<file path="src/logic/cpd_pkg.sv">
package cpd_pkg;

  // register byte addresses
  localparam logic [7:0] ADR_CTRL   = 8'h00;
  localparam logic [7:0] ADR_STATUS = 8'h04;
  localparam logic [7:0] ADR_WAKE   = 8'h08;

  // control register bit positions
  localparam int CTRL_RECOVERY_BIT  = 0;
  localparam int CTRL_THRESHOLD_BIT = 1;
  localparam int CTRL_SEL_WAKE_BIT  = 2;
  localparam int CTRL_BIAS_BIT      = 3;
  localparam int CTRL_SUPPLY_BIT    = 4;
  localparam int CTRL_EMUL_BIT      = 5;
  localparam int CTRL_EN_LEVEL_BIT  = 6;

  // status register fields
  localparam int STAT_CODE_LSB    = 0;
  localparam int STAT_OFFSET_BIT  = 4;
  localparam int STAT_TX_EN_BIT   = 5;
  localparam int STAT_PATTERN_BIT = 6;

  // wake register bits, write one to clear
  localparam int WAKE_CAN_BIT    = 0;
  localparam int WAKE_LIN_BIT    = 1;
  localparam int WAKE_PIN_BIT    = 2;
  localparam int WAKE_ONLINE_BIT = 3;

  // reset values
  localparam logic [6:0] CTRL_RESET   = 7'h00;
  localparam logic [3:0] WAKE_RESET   = 4'h0;
  localparam logic       OFFSET_RESET = 1'b0;

  // failure codes; local interface faults outrank bus faults
  localparam logic [3:0] CODE_NONE    = 4'h0;
  localparam logic [3:0] CODE_TXD_DOM = 4'h1;
  localparam logic [3:0] CODE_RXD_DOM = 4'h2;
  localparam logic [3:0] CODE_RXD_REC = 4'h3;

  // recessive time before a ground offset refresh
  localparam int CLK_PERIOD_NS = 20;
  localparam int REC_TIME_NS   = 80000;
  localparam int REC_CYCLES    = REC_TIME_NS / CLK_PERIOD_NS;

endpackage : cpd_pkg

</file>
<file path="src/logic/cpd_recessive_timer.sv">
module cpd_recessive_timer #(
  parameter int CYCLES = cpd_pkg::REC_CYCLES,
  parameter int CW     = 12
) (
  input  wire logic clk_in,
  input  wire logic rst_in,
  input  wire logic active_in,
  input  wire logic recessive_in,
  output logic      refresh_out
);

  typedef struct packed {
    logic [CW-1:0] cnt;
    logic          refresh;
  } cpd_timer_s;

  localparam logic [CW-1:0] LAST = CW'(CYCLES - 1);

  cpd_timer_s st_r;
  cpd_timer_s st_nxt;

  always_comb begin
    st_nxt = st_r;
    st_nxt.refresh = 1'b0;
    // any dominant bit or leaving active mode restarts the wait
    if (!active_in || !recessive_in) begin
      st_nxt.cnt = '0;
    end else if (st_r.cnt == LAST) begin
      st_nxt.cnt = '0;
      st_nxt.refresh = 1'b1;
    end else begin
      st_nxt.cnt = st_r.cnt + CW'(1);
    end
  end

  always_ff @(posedge clk_in or posedge rst_in) begin
    if (rst_in) begin
      st_r <= '0;
    end else begin
      st_r <= st_nxt;
    end
  end

  assign refresh_out = st_r.refresh;

endmodule : cpd_recessive_timer

</file>
<file path="src/logic/cpd_top.sv">
// Notes on behaviour
// - forced recovery with fault still present: fault re-detected, transmitter off again
// - ground offset flag shows result; every change gives an event pulse
// - ground offset refreshed after about 80 us recessive in active mode
// - outside active mode ground offset diagnosis stops, flag frozen
// - threshold select picks normal or increased threshold; normal after reset
// - emulation mode: enable pin high only while failure code is none
// - emulation select set by writing 1, only in start-up or restart
// - selective wake: outside on-line listen, CAN wakes only on initial then global pattern
// - LIN wake and wake input stay active with selective wake set
// - same fixed patterns for all nodes; no single node wake
// - bias select 1 drives recessive level on split pin, else float
// - split pin off without secondary supply or while CAN off-line
// - recovery bit set then cleared resets failure code and enables transmitter
// - txd dominant or rxd recessive disables transmitter until recovery or rx activity clears the latch
// - global pattern in on-line listen: go on-line and raise CAN wake
module cpd_top (
  input  wire logic        clk_in,
  input  wire logic        rst_in,
  // wishbone classic slave
  input  wire logic        wb_cyc_in,
  input  wire logic        wb_stb_in,
  input  wire logic        wb_we_in,
  input  wire logic [7:0]  wb_adr_in,
  input  wire logic [3:0]  wb_sel_in,
  input  wire logic [31:0] wb_dat_in,
  output logic [31:0]      wb_dat_out,
  output logic             wb_ack_out,
  // transceiver and system state
  input  wire logic        can_active_in,
  input  wire logic        can_offline_in,
  input  wire logic        online_listen_in,
  input  wire logic        startup_or_restart_in,
  input  wire logic        secondary_supply_ok_in,
  input  wire logic        bus_recessive_in,
  input  wire logic        rx_activity_in,
  // analog detectors
  input  wire logic        offset_normal_in,
  input  wire logic        offset_increased_in,
  input  wire logic        txd_dominant_fault_in,
  input  wire logic        rxd_dominant_fault_in,
  input  wire logic        rxd_recessive_fault_in,
  input  wire logic [3:0]  bus_failure_code_in,
  // wake sources
  input  wire logic        conventional_wake_in,
  input  wire logic        initial_pattern_in,
  input  wire logic        global_pattern_in,
  input  wire logic        lin_wake_in,
  input  wire logic        wake_pin_in,
  // outputs
  output logic             can_tx_enable_out,
  output logic             enable_pin_out,
  output logic             secondary_supply_enable_out,
  output logic             split_drive_out,
  output logic             split_oe_n_out,
  output logic             offset_change_out,
  output logic             can_wake_out,
  output logic             goto_online_out
);

  typedef struct packed {
    logic        ack;
    logic [31:0] rdata;
    logic        recovery;
    logic        threshold;
    logic        sel_wake;
    logic        bias;
    logic        supply;
    logic        emul;
    logic        en_level;
    logic        txd_lat;
    logic        rxd_lat;
    logic [3:0]  code;
    logic        offset_flag;
    logic        offset_chg;
    logic        initial_seen;
    logic [3:0]  wake_st;
    logic        can_wake;
    logic        goto_online;
    logic        tx_en;
    logic        en_pin;
    logic        split_drv;
    logic        split_oe_n;
  } cpd_state_s;

  cpd_state_s st_r;
  cpd_state_s st_nxt;
  logic       refresh;

  cpd_recessive_timer #(
    .CYCLES (cpd_pkg::REC_CYCLES),
    .CW     (12)
  ) u_rec_timer (
    .clk_in       (clk_in),
    .rst_in       (rst_in),
    .active_in    (can_active_in),
    .recessive_in (bus_recessive_in),
    .refresh_out  (refresh)
  );

  logic       req;
  logic       wr0;
  logic       recov;
  logic       sample;
  logic       pattern_wake;
  logic [3:0] wake_set;
  logic [3:0] wake_clr;

  always_comb begin
    st_nxt = st_r;
    req = wb_cyc_in && wb_stb_in && !st_r.ack;
    wr0 = req && wb_we_in && wb_sel_in[0];
    recov = 1'b0;
    wake_clr = '0;

    // bus answer: ack one cycle after the request, dropped the next cycle
    st_nxt.ack = req;
    st_nxt.rdata = '0;
    if (req && !wb_we_in) begin
      unique case (wb_adr_in)
        cpd_pkg::ADR_CTRL: begin
          st_nxt.rdata[cpd_pkg::CTRL_RECOVERY_BIT]  = st_r.recovery;
          st_nxt.rdata[cpd_pkg::CTRL_THRESHOLD_BIT] = st_r.threshold;
          st_nxt.rdata[cpd_pkg::CTRL_SEL_WAKE_BIT]  = st_r.sel_wake;
          st_nxt.rdata[cpd_pkg::CTRL_BIAS_BIT]      = st_r.bias;
          st_nxt.rdata[cpd_pkg::CTRL_SUPPLY_BIT]    = st_r.supply;
          st_nxt.rdata[cpd_pkg::CTRL_EMUL_BIT]      = st_r.emul;
          st_nxt.rdata[cpd_pkg::CTRL_EN_LEVEL_BIT]  = st_r.en_level;
        end
        cpd_pkg::ADR_STATUS: begin
          st_nxt.rdata[cpd_pkg::STAT_CODE_LSB +: 4]  = st_r.code;
          st_nxt.rdata[cpd_pkg::STAT_OFFSET_BIT]     = st_r.offset_flag;
          st_nxt.rdata[cpd_pkg::STAT_TX_EN_BIT]      = st_r.tx_en;
          st_nxt.rdata[cpd_pkg::STAT_PATTERN_BIT]    = st_r.initial_seen;
        end
        cpd_pkg::ADR_WAKE: begin
          st_nxt.rdata[3:0] = st_r.wake_st;
        end
        default: st_nxt.rdata = '0;
      endcase
    end

    if (wr0 && wb_adr_in == cpd_pkg::ADR_CTRL) begin
      // recovery fires on the write that clears a previously set bit
      recov = st_r.recovery && !wb_dat_in[cpd_pkg::CTRL_RECOVERY_BIT];
      st_nxt.recovery  = wb_dat_in[cpd_pkg::CTRL_RECOVERY_BIT];
      st_nxt.threshold = wb_dat_in[cpd_pkg::CTRL_THRESHOLD_BIT];
      st_nxt.sel_wake  = wb_dat_in[cpd_pkg::CTRL_SEL_WAKE_BIT];
      st_nxt.bias      = wb_dat_in[cpd_pkg::CTRL_BIAS_BIT];
      st_nxt.supply    = wb_dat_in[cpd_pkg::CTRL_SUPPLY_BIT];
      st_nxt.en_level  = wb_dat_in[cpd_pkg::CTRL_EN_LEVEL_BIT];
      if (startup_or_restart_in) begin
        st_nxt.emul = wb_dat_in[cpd_pkg::CTRL_EMUL_BIT];
      end
    end
    if (wr0 && wb_adr_in == cpd_pkg::ADR_WAKE) begin
      wake_clr = wb_dat_in[3:0];
    end

    // latched interface faults; detection outranks any clear so a forced
    // recovery with the fault still present re-disables at once
    st_nxt.txd_lat = txd_dominant_fault_in ||
                     (st_r.txd_lat && !recov && !rx_activity_in);
    st_nxt.rxd_lat = rxd_recessive_fault_in ||
                     (st_r.rxd_lat && !recov && !rx_activity_in);
    st_nxt.tx_en = !(st_nxt.txd_lat || st_nxt.rxd_lat);

    if (st_nxt.txd_lat) begin
      st_nxt.code = cpd_pkg::CODE_TXD_DOM;
    end else if (rxd_dominant_fault_in) begin
      st_nxt.code = cpd_pkg::CODE_RXD_DOM;
    end else if (st_nxt.rxd_lat) begin
      st_nxt.code = cpd_pkg::CODE_RXD_REC;
    end else if (recov) begin
      st_nxt.code = cpd_pkg::CODE_NONE;
    end else begin
      st_nxt.code = bus_failure_code_in;
    end

    // ground offset: sampled only on refresh, which needs active mode
    sample = refresh && can_active_in;
    st_nxt.offset_chg = 1'b0;
    if (sample) begin
      st_nxt.offset_flag = st_r.threshold ? offset_increased_in
                                          : offset_normal_in;
      st_nxt.offset_chg = st_nxt.offset_flag != st_r.offset_flag;
    end

    // emulated error pin tracks the code so it drops in the same cycle
    st_nxt.en_pin = st_nxt.emul ? (st_nxt.code == cpd_pkg::CODE_NONE)
                                : st_nxt.en_level;

    // fixed patterns with no node address: every armed node wakes alike
    if (initial_pattern_in) begin
      st_nxt.initial_seen = 1'b1;
    end
    pattern_wake = global_pattern_in && (st_r.initial_seen || initial_pattern_in);
    if (pattern_wake) begin
      st_nxt.initial_seen = 1'b0;
    end
    st_nxt.can_wake = st_r.sel_wake ? pattern_wake
                                    : (conventional_wake_in || pattern_wake);
    // listen mode reacts to the global pattern alone, no initial needed
    st_nxt.goto_online = online_listen_in && global_pattern_in;
    if (st_nxt.goto_online) begin
      st_nxt.can_wake = 1'b1;
    end

    wake_set = '0;
    wake_set[cpd_pkg::WAKE_CAN_BIT]    = st_nxt.can_wake;
    wake_set[cpd_pkg::WAKE_LIN_BIT]    = lin_wake_in;
    wake_set[cpd_pkg::WAKE_PIN_BIT]    = wake_pin_in;
    wake_set[cpd_pkg::WAKE_ONLINE_BIT] = st_nxt.goto_online;
    // a new event beats a clear in the same cycle
    st_nxt.wake_st = wake_set | (st_r.wake_st & ~wake_clr);

    // split pin is fed from the secondary supply, so it needs it up
    st_nxt.split_drv = st_nxt.bias && secondary_supply_ok_in &&
                       !can_offline_in;
    st_nxt.split_oe_n = !st_nxt.split_drv;
  end

  always_ff @(posedge clk_in or posedge rst_in) begin
    if (rst_in) begin
      st_r              <= '0;
      st_r.threshold    <= cpd_pkg::CTRL_RESET[cpd_pkg::CTRL_THRESHOLD_BIT];
      st_r.emul         <= cpd_pkg::CTRL_RESET[cpd_pkg::CTRL_EMUL_BIT];
      st_r.offset_flag  <= cpd_pkg::OFFSET_RESET;
      st_r.wake_st      <= cpd_pkg::WAKE_RESET;
      st_r.code         <= cpd_pkg::CODE_NONE;
      st_r.tx_en        <= 1'b1;
      st_r.split_oe_n   <= 1'b1;
    end else begin
      st_r <= st_nxt;
    end
  end

  assign wb_dat_out                  = st_r.rdata;
  assign wb_ack_out                  = st_r.ack;
  assign can_tx_enable_out           = st_r.tx_en;
  assign enable_pin_out              = st_r.en_pin;
  assign secondary_supply_enable_out = st_r.supply;
  assign split_drive_out             = st_r.split_drv;
  assign split_oe_n_out              = st_r.split_oe_n;
  assign offset_change_out           = st_r.offset_chg;
  assign can_wake_out                = st_r.can_wake;
  assign goto_online_out             = st_r.goto_online;

endmodule : cpd_top

</file>
<file path="config.mk">
export PLATFORM = sky130hd
export DESIGN_NAME = cpd_top
export DESIGN_NICKNAME = d
export VERILOG_FILES = /design/src/logic/cpd_pkg.sv /design/src/logic/cpd_recessive_timer.sv /design/src/logic/cpd_top.sv
export SDC_FILE = /design/constraint.sdc
export NUM_CORES = 1
export LEC_CHECK = 0
export BUFFER_PORTS_ARGS = -buffer_cell sky130_fd_sc_hd__buf_4
export CORE_MARGIN = 8
export CORE_UTILIZATION = 50
export DETAILED_ROUTE_END_ITERATION = 10
export PLACE_DENSITY_LB_ADDON = 0.12
export SETUP_SLACK_MARGIN = 0.2
export SYNTH_ARGS = -nofsm -noshare
export SYNTH_HDL_FRONTEND = slang
export SYNTH_SLANG_ARGS = --single-unit
</file>
<file path="constraint.sdc">
create_clock -name clk_in -period 3.05 [get_ports clk_in]
set_clock_uncertainty 0.2 [all_clocks]
set_input_delay 0.915 -clock clk_in [delete_from_list [all_inputs] [get_ports clk_in]]
set_output_delay 0.915 -clock clk_in [all_outputs]
set_load 0.02 [all_outputs]
</file>
==> qor.csv, run 1 <==
metric,value,unit
fmax,425,MHz
track_usage,14.0,%
drive_above_1_share,27.1,%
worstPathRequired,3070,ps
arrival,2370,ps
max_cap_violations,0,
setup_tns,0,ps
met2_usage,23.1,%
final_common_cell,buf_4,
peakVddDrop,0.000362,V
grt-ovfl-total,0,
place_ws,392,ps
slew_violations,0,
clk_pin_slew,90,ps
wirelength,4890,um
yosys.cell_types.count,45,
syn_avg_cell_area,10.3,um2
die_x,84.4,um
cts_setup_buffers,0,
grtUsageMet1,16.1,%
p_per_area,428,nW/um2
numCtsBuffers,5,
vias,1659,
setup_viol,0,
antenna_cells,0,
cp-end-kind,register,
cts.sinks,47,
antenna_found_initial,0,
grt_pass1_wl,7980,um
async_flop_share,100,%
initial_core_util,50.5,%
synth_seq_cells,47,
fin_crit,2350,ps
core_region_area,4630,um2
clockBufferDepth,2,
cts_tree,yes,
grtUsageMet3,5.07,%
drtIter0Drc,56,
drc_errors,0,
nets,354,
finalCritPeriodShare,77.1,%
area_growth,18.8,%
worst_pin_slew,526,ps
htree_num_levels,2,
antenna_left,0,
final_cell_mix,"buf_4 (60), dfrtp_1 (45), nor2_1 (30)",
dp_cells,330,
finalWorstSetupSlack,700,ps
die_h,84.4,um
ys_warn_count,0,
syn_inst,228,
design.die.area,7120,um2
synth_area,2340,um2
grt_busiest_layer,met2,
grt_pass1_vias,1753,
avgViaCountPerCell,4.91,
holdCritPathClass,register to register,
crit_fanout,7,
io_buffers,57,
row_count,25,
grt_start_max_net_pins,26,
path_class,input port to register,
status,"finished, final reports clean",
cts_hold_buf,0,
synth_edf_count,0,
stdcell_count,338,
p_leak,1.33,nW
clk_latency,300,ps
ys_seq_area_share,50.4,%
synthFlopType,dfrtp_1,
pin_count,111,
hold_viol_final,0,
max_slew_margin,64.9,%
grt_setup_unrepaired,false,
routedWlPerCell,14.5,um
detailed_place_hpwl,3980,um
ctsRootBufferMaster,clkbuf_8,
dr.pass1.iters,4,
place_congestion,0.814,
post_cts_resized,0,
startpoint_type,input port,
[through the flow]
step	power [mW]	cell area (um2)	hold slack (ps)	util [%]
6_report	1.19	2780	279	60.0
2_1_floorplan	0.751	2430	249	-
5_1_grt	1.24	2780	300	60.0
3_5_place_dp	0.791	2680	265	57.8
3_3_place_gp	0.790	2680	255	57.8
4_1_cts	1.20	2780	280	60.0
[cells by family after synthesis]
kind of cell	after synthesis	synth area share (%)
AND/OR/NAND/NOR	92	20.8
flip-flops	47	50.4
buffers and inverters	42	12.5
AO/OA/AOI/OAI	22	6.21
multiplexers	12	5.30
XOR/XNOR	11	4.12
adder cells (fa/ha/maj)	1	0.535
other	1	0.160
[critical path: stages]
cell and delay (ps):
buf_4 120, nor4_4 410, and4_1 400, mux2i_1 160
or3b_1 360
[report_power, final]
part           total [mW]  internal [mW]  switching [mW]
Combinational       0.139         0.0568          0.0821
Sequential          0.640          0.633         0.00622
Clock               0.409          0.207           0.202
[path summary, 6_finish.rpt]
path | start | slack [ps] | end | cells past startpoint
setup / recovery | wb_adr_in[1] | 700 | split_oe_n_out$_DFF_PP1_ | 5
hold / removal | u_rec_timer.refresh_out$_DFF_PP0_ | 280 | st_r[12]$_DFFE_PP0P_ | 1
setup reg to reg | u_rec_timer.st_r[1]$_DFF_PP0_ | 1000 | u_rec_timer.st_r[9]$_DFF_PP0_ | 5
hold reg to reg | u_rec_timer.refresh_out$_DFF_PP0_ | 280 | st_r[12]$_DFFE_PP0P_ | 1
max in group asynchronous | rst_in | 1620 | u_rec_timer.st_r[6]$_DFF_PP0_ | 3
min in group asynchronous | rst_in | 450 | u_rec_timer.st_r[12]$_DFF_PP0_ | 2
[layout make-up]
| type | count | area [um2] |
|---|---|---|
| fillers | 414 | 1850 |
| flip-flops and latches | 47 | 1180 |
| multi-input cells | 163 | 958 |
| repair buffers | 60 | 450 |
| clock buffers | 8 | 100 |
| well taps | 54 | 67.6 |
| inverters | 6 | 22.5 |
[synthesized netlist by cell type (6+ instances only)]
cell | instances | area, um2
a21oi_1 | 7 | 35.0
buf_4 | 33 | 248
dfrtp_1 | 45 | 1130
inv_1 | 6 | 22.5
mux2i_1 | 9 | 90.1
nand2_1 | 22 | 82.6
nand3_1 | 6 | 30.0
nand4_1 | 6 | 37.5
nor2_1 | 30 | 113
xnor2_1 | 7 | 61.3
[layer usage]
layer / routed length (um) / up-vias
met5: 0 / -
met2: 2380 / 52
li1: - / 826
met4: 70 / 0
met1: 2130 / 772
met3: 311 / 9
[registers in the layout, summed over array words and instances, names as in the netlist]
register,cells
enable_pin_out,1
st_r,18
goto_online_out,1
secondary_supply_enable_out,1
can_wake_out,1
u_rec_timer.st_r,12
split_drive_out,1
offset_change_out,1
wb_ack_out,1
u_rec_timer.refresh_out,1
wb_dat_out,7
split_oe_n_out,1
can_tx_enable_out,1
Power figures use the tool's default switching activity.
==> run 2, diff against run 1 <==
--- a/config.mk
+++ b/config.mk
@@ -7,7 +7,7 @@
 export LEC_CHECK = 0
 export BUFFER_PORTS_ARGS = -buffer_cell sky130_fd_sc_hd__buf_4
 export CORE_MARGIN = 8
-export CORE_UTILIZATION = 50
+export CORE_UTILIZATION = 46
 export DETAILED_ROUTE_END_ITERATION = 10
 export PLACE_DENSITY_LB_ADDON = 0.12
 export SETUP_SLACK_MARGIN = 0.2
==> constraint.sdc (replaced) <==
create_clock -name clk_in -period 2.2 [get_ports clk_in]
set_clock_uncertainty 0.2 [all_clocks]
set_input_delay 0.66 -clock clk_in [delete_from_list [all_inputs] [get_ports clk_in]]
set_output_delay 0.66 -clock clk_in [all_outputs]
set_load 0.02 [all_outputs]
==> qor.csv, run 2 (synthesis results as in run 1) <==
metric,value,unit
cts_tree,yes,
peakVddDrop,0.000312,V
p_per_area,556,nW/um2
die_h,87.3,um
core_region_area,5010,um2
place_congestion,0.793,
timing.hold.ws,71.9,ps
grt-ovfl-total,0,
numCtsBuffers,5,
status,"finished, final reports clean",
antenna_left,0,
p_leak,1.36,nW
setup_tns,0,ps
grt_pass1_wl,7910,um
drc_errors,0,
cts_setup_buffers,0,
final_cell_mix,"buf_4 (64), dfrtp_1 (45), nor2_1 (30)",
dr.pass1.iters,4,
cts.sinks,47,
drive_above_1_share,29.4,%
pin_count,111,
final_common_cell,buf_4,
arrival,1940,ps
p_sw_share,25.2,%
vias,1642,
path_class,input port to register,
clk_latency,300,ps
die_x,87.3,um
wirelength,4860,um
hold_viol_final,0,
power_switching,399,uW
drtIter0Drc,72,
io_buffers,57,
detailed_place_hpwl,3890,um
largest_register_ffs,18,
design.die.area,7620,um2
stdcell_count,359,
avgViaCountPerCell,4.57,
clk_pin_slew,80,ps
antenna_found_initial,0,
dp_cells,351,
track_usage,13.3,%
cpMostUsedCell,mux2_2,
pwr-share-clk,31.3,%
dpl_cell_area,2750,um2
slew_violations,0,
grt_pass1_vias,1729,
nets,359,
combPwrFrac,12.7,%
fin_area,2850,um2
grt_start_max_net_pins,41,
antenna_cells,0,
p_int,1.19,mW
crit_fanout,6,
p_seq_share,56.0,%
holdCritPathClass,input port to async pin,
largest-register,st_r,
fmax,512,MHz
startpoint_type,input port,
slowest_stage,nor4_4,
critPathMaxStageDelay,390,ps
clockBufferDepth,2,
setup_viol,0,
worstPathRequired,2190,ps
cp-end-kind,register,
initial_core_util,46.7,%
ctsRootBufferMaster,clkbuf_8,
cts_hold_buf,0,
cp_cell_sequence,"buf_4, nor4_4, nand4_1, mux2_2, mux2_2",
row_count,26,
max_cap_violations,0,
fin_util,57.0,%
grt_setup_unrepaired,true,
routedWlPerCell,13.5,um
fin_crit,1950,ps
area_growth,22.0,%
htree_num_levels,2,
finalCritPeriodShare,88.8,%
==> run 2: final cells by class <==
cell class                 instances  area [um2]
sequential                        47        1180
fill                             475        2160
inverter                           6        22.5
clock inverter                     1        5.00
multi-input combinational        163         983
tap                               70        87.6
clock buffer                       7        76.3
timing repair buffer              65         500
==> run 2: power groups by stage <==
stage	sequential (mW)	clock, mW	combinational [mW]
after floorplan	0.907	0	0.134
after global placement	0.904	0	0.199
after detailed placement	0.904	0	0.200
after CTS	0.887	0.509	0.201
after global routing	0.889	0.540	0.223
final	0.887	0.497	0.201
==> run 2: through the flow <==
step | setup slack [ps] | power, mW
2_1_floorplan | 72.6 | 1.04
3_3_place_gp | -83.9 | 1.10
3_5_place_dp | -75.6 | 1.10
4_1_cts | 240 | 1.60
5_1_grt | 159 | 1.65
6_report | 246 | 1.59
==> run 2: timing repair <==
item	in CTS	in global routing
gates resized for setup	1	4
pin swaps	0	2
setup endpoints to repair	10	17
==> run 2: path summary, 6_finish.rpt <==
| path | slack (ps) | start | end | cells after the start |
|---|---|---|---|---|
| hold reg to reg | 280 | u_rec_timer.refresh_out$_DFF_PP0_ | st_r[12]$_DFFE_PP0P_ | 1 |
| setup reg to reg | 340 | u_rec_timer.st_r[1]$_DFF_PP0_ | u_rec_timer.st_r[10]$_DFF_PP0_ | 5 |
| min in group clk_in | 280 | u_rec_timer.refresh_out$_DFF_PP0_ | st_r[12]$_DFFE_PP0P_ | 1 |
| max in group asynchronous | 1290 | rst_in | st_r[15]$_DFF_PP0_ | 3 |
| hold / removal | 70 | rst_in | st_r[18]$_DFF_PP0_ | 2 |
| setup / recovery | 250 | wb_adr_in[4] | enable_pin_out$_DFF_PP0_ | 5 |
==> run 2: per-layer routing <==
layer  GRT usage, %  wire [um]  vias up
met1           16.1       2180      746
met2           21.8       2270       50
met4           4.38         54        0
met5              0          0        -
met3           4.25        358        6
li1               -          -      840
==> run 2: critical path: cells and delay by family <==
| family | cells | cell delay (ps) |
|---|---|---|
| simple gates | 2 | 590 |
| buf+inv | 1 | 120 |
| mux | 2 | 580 |
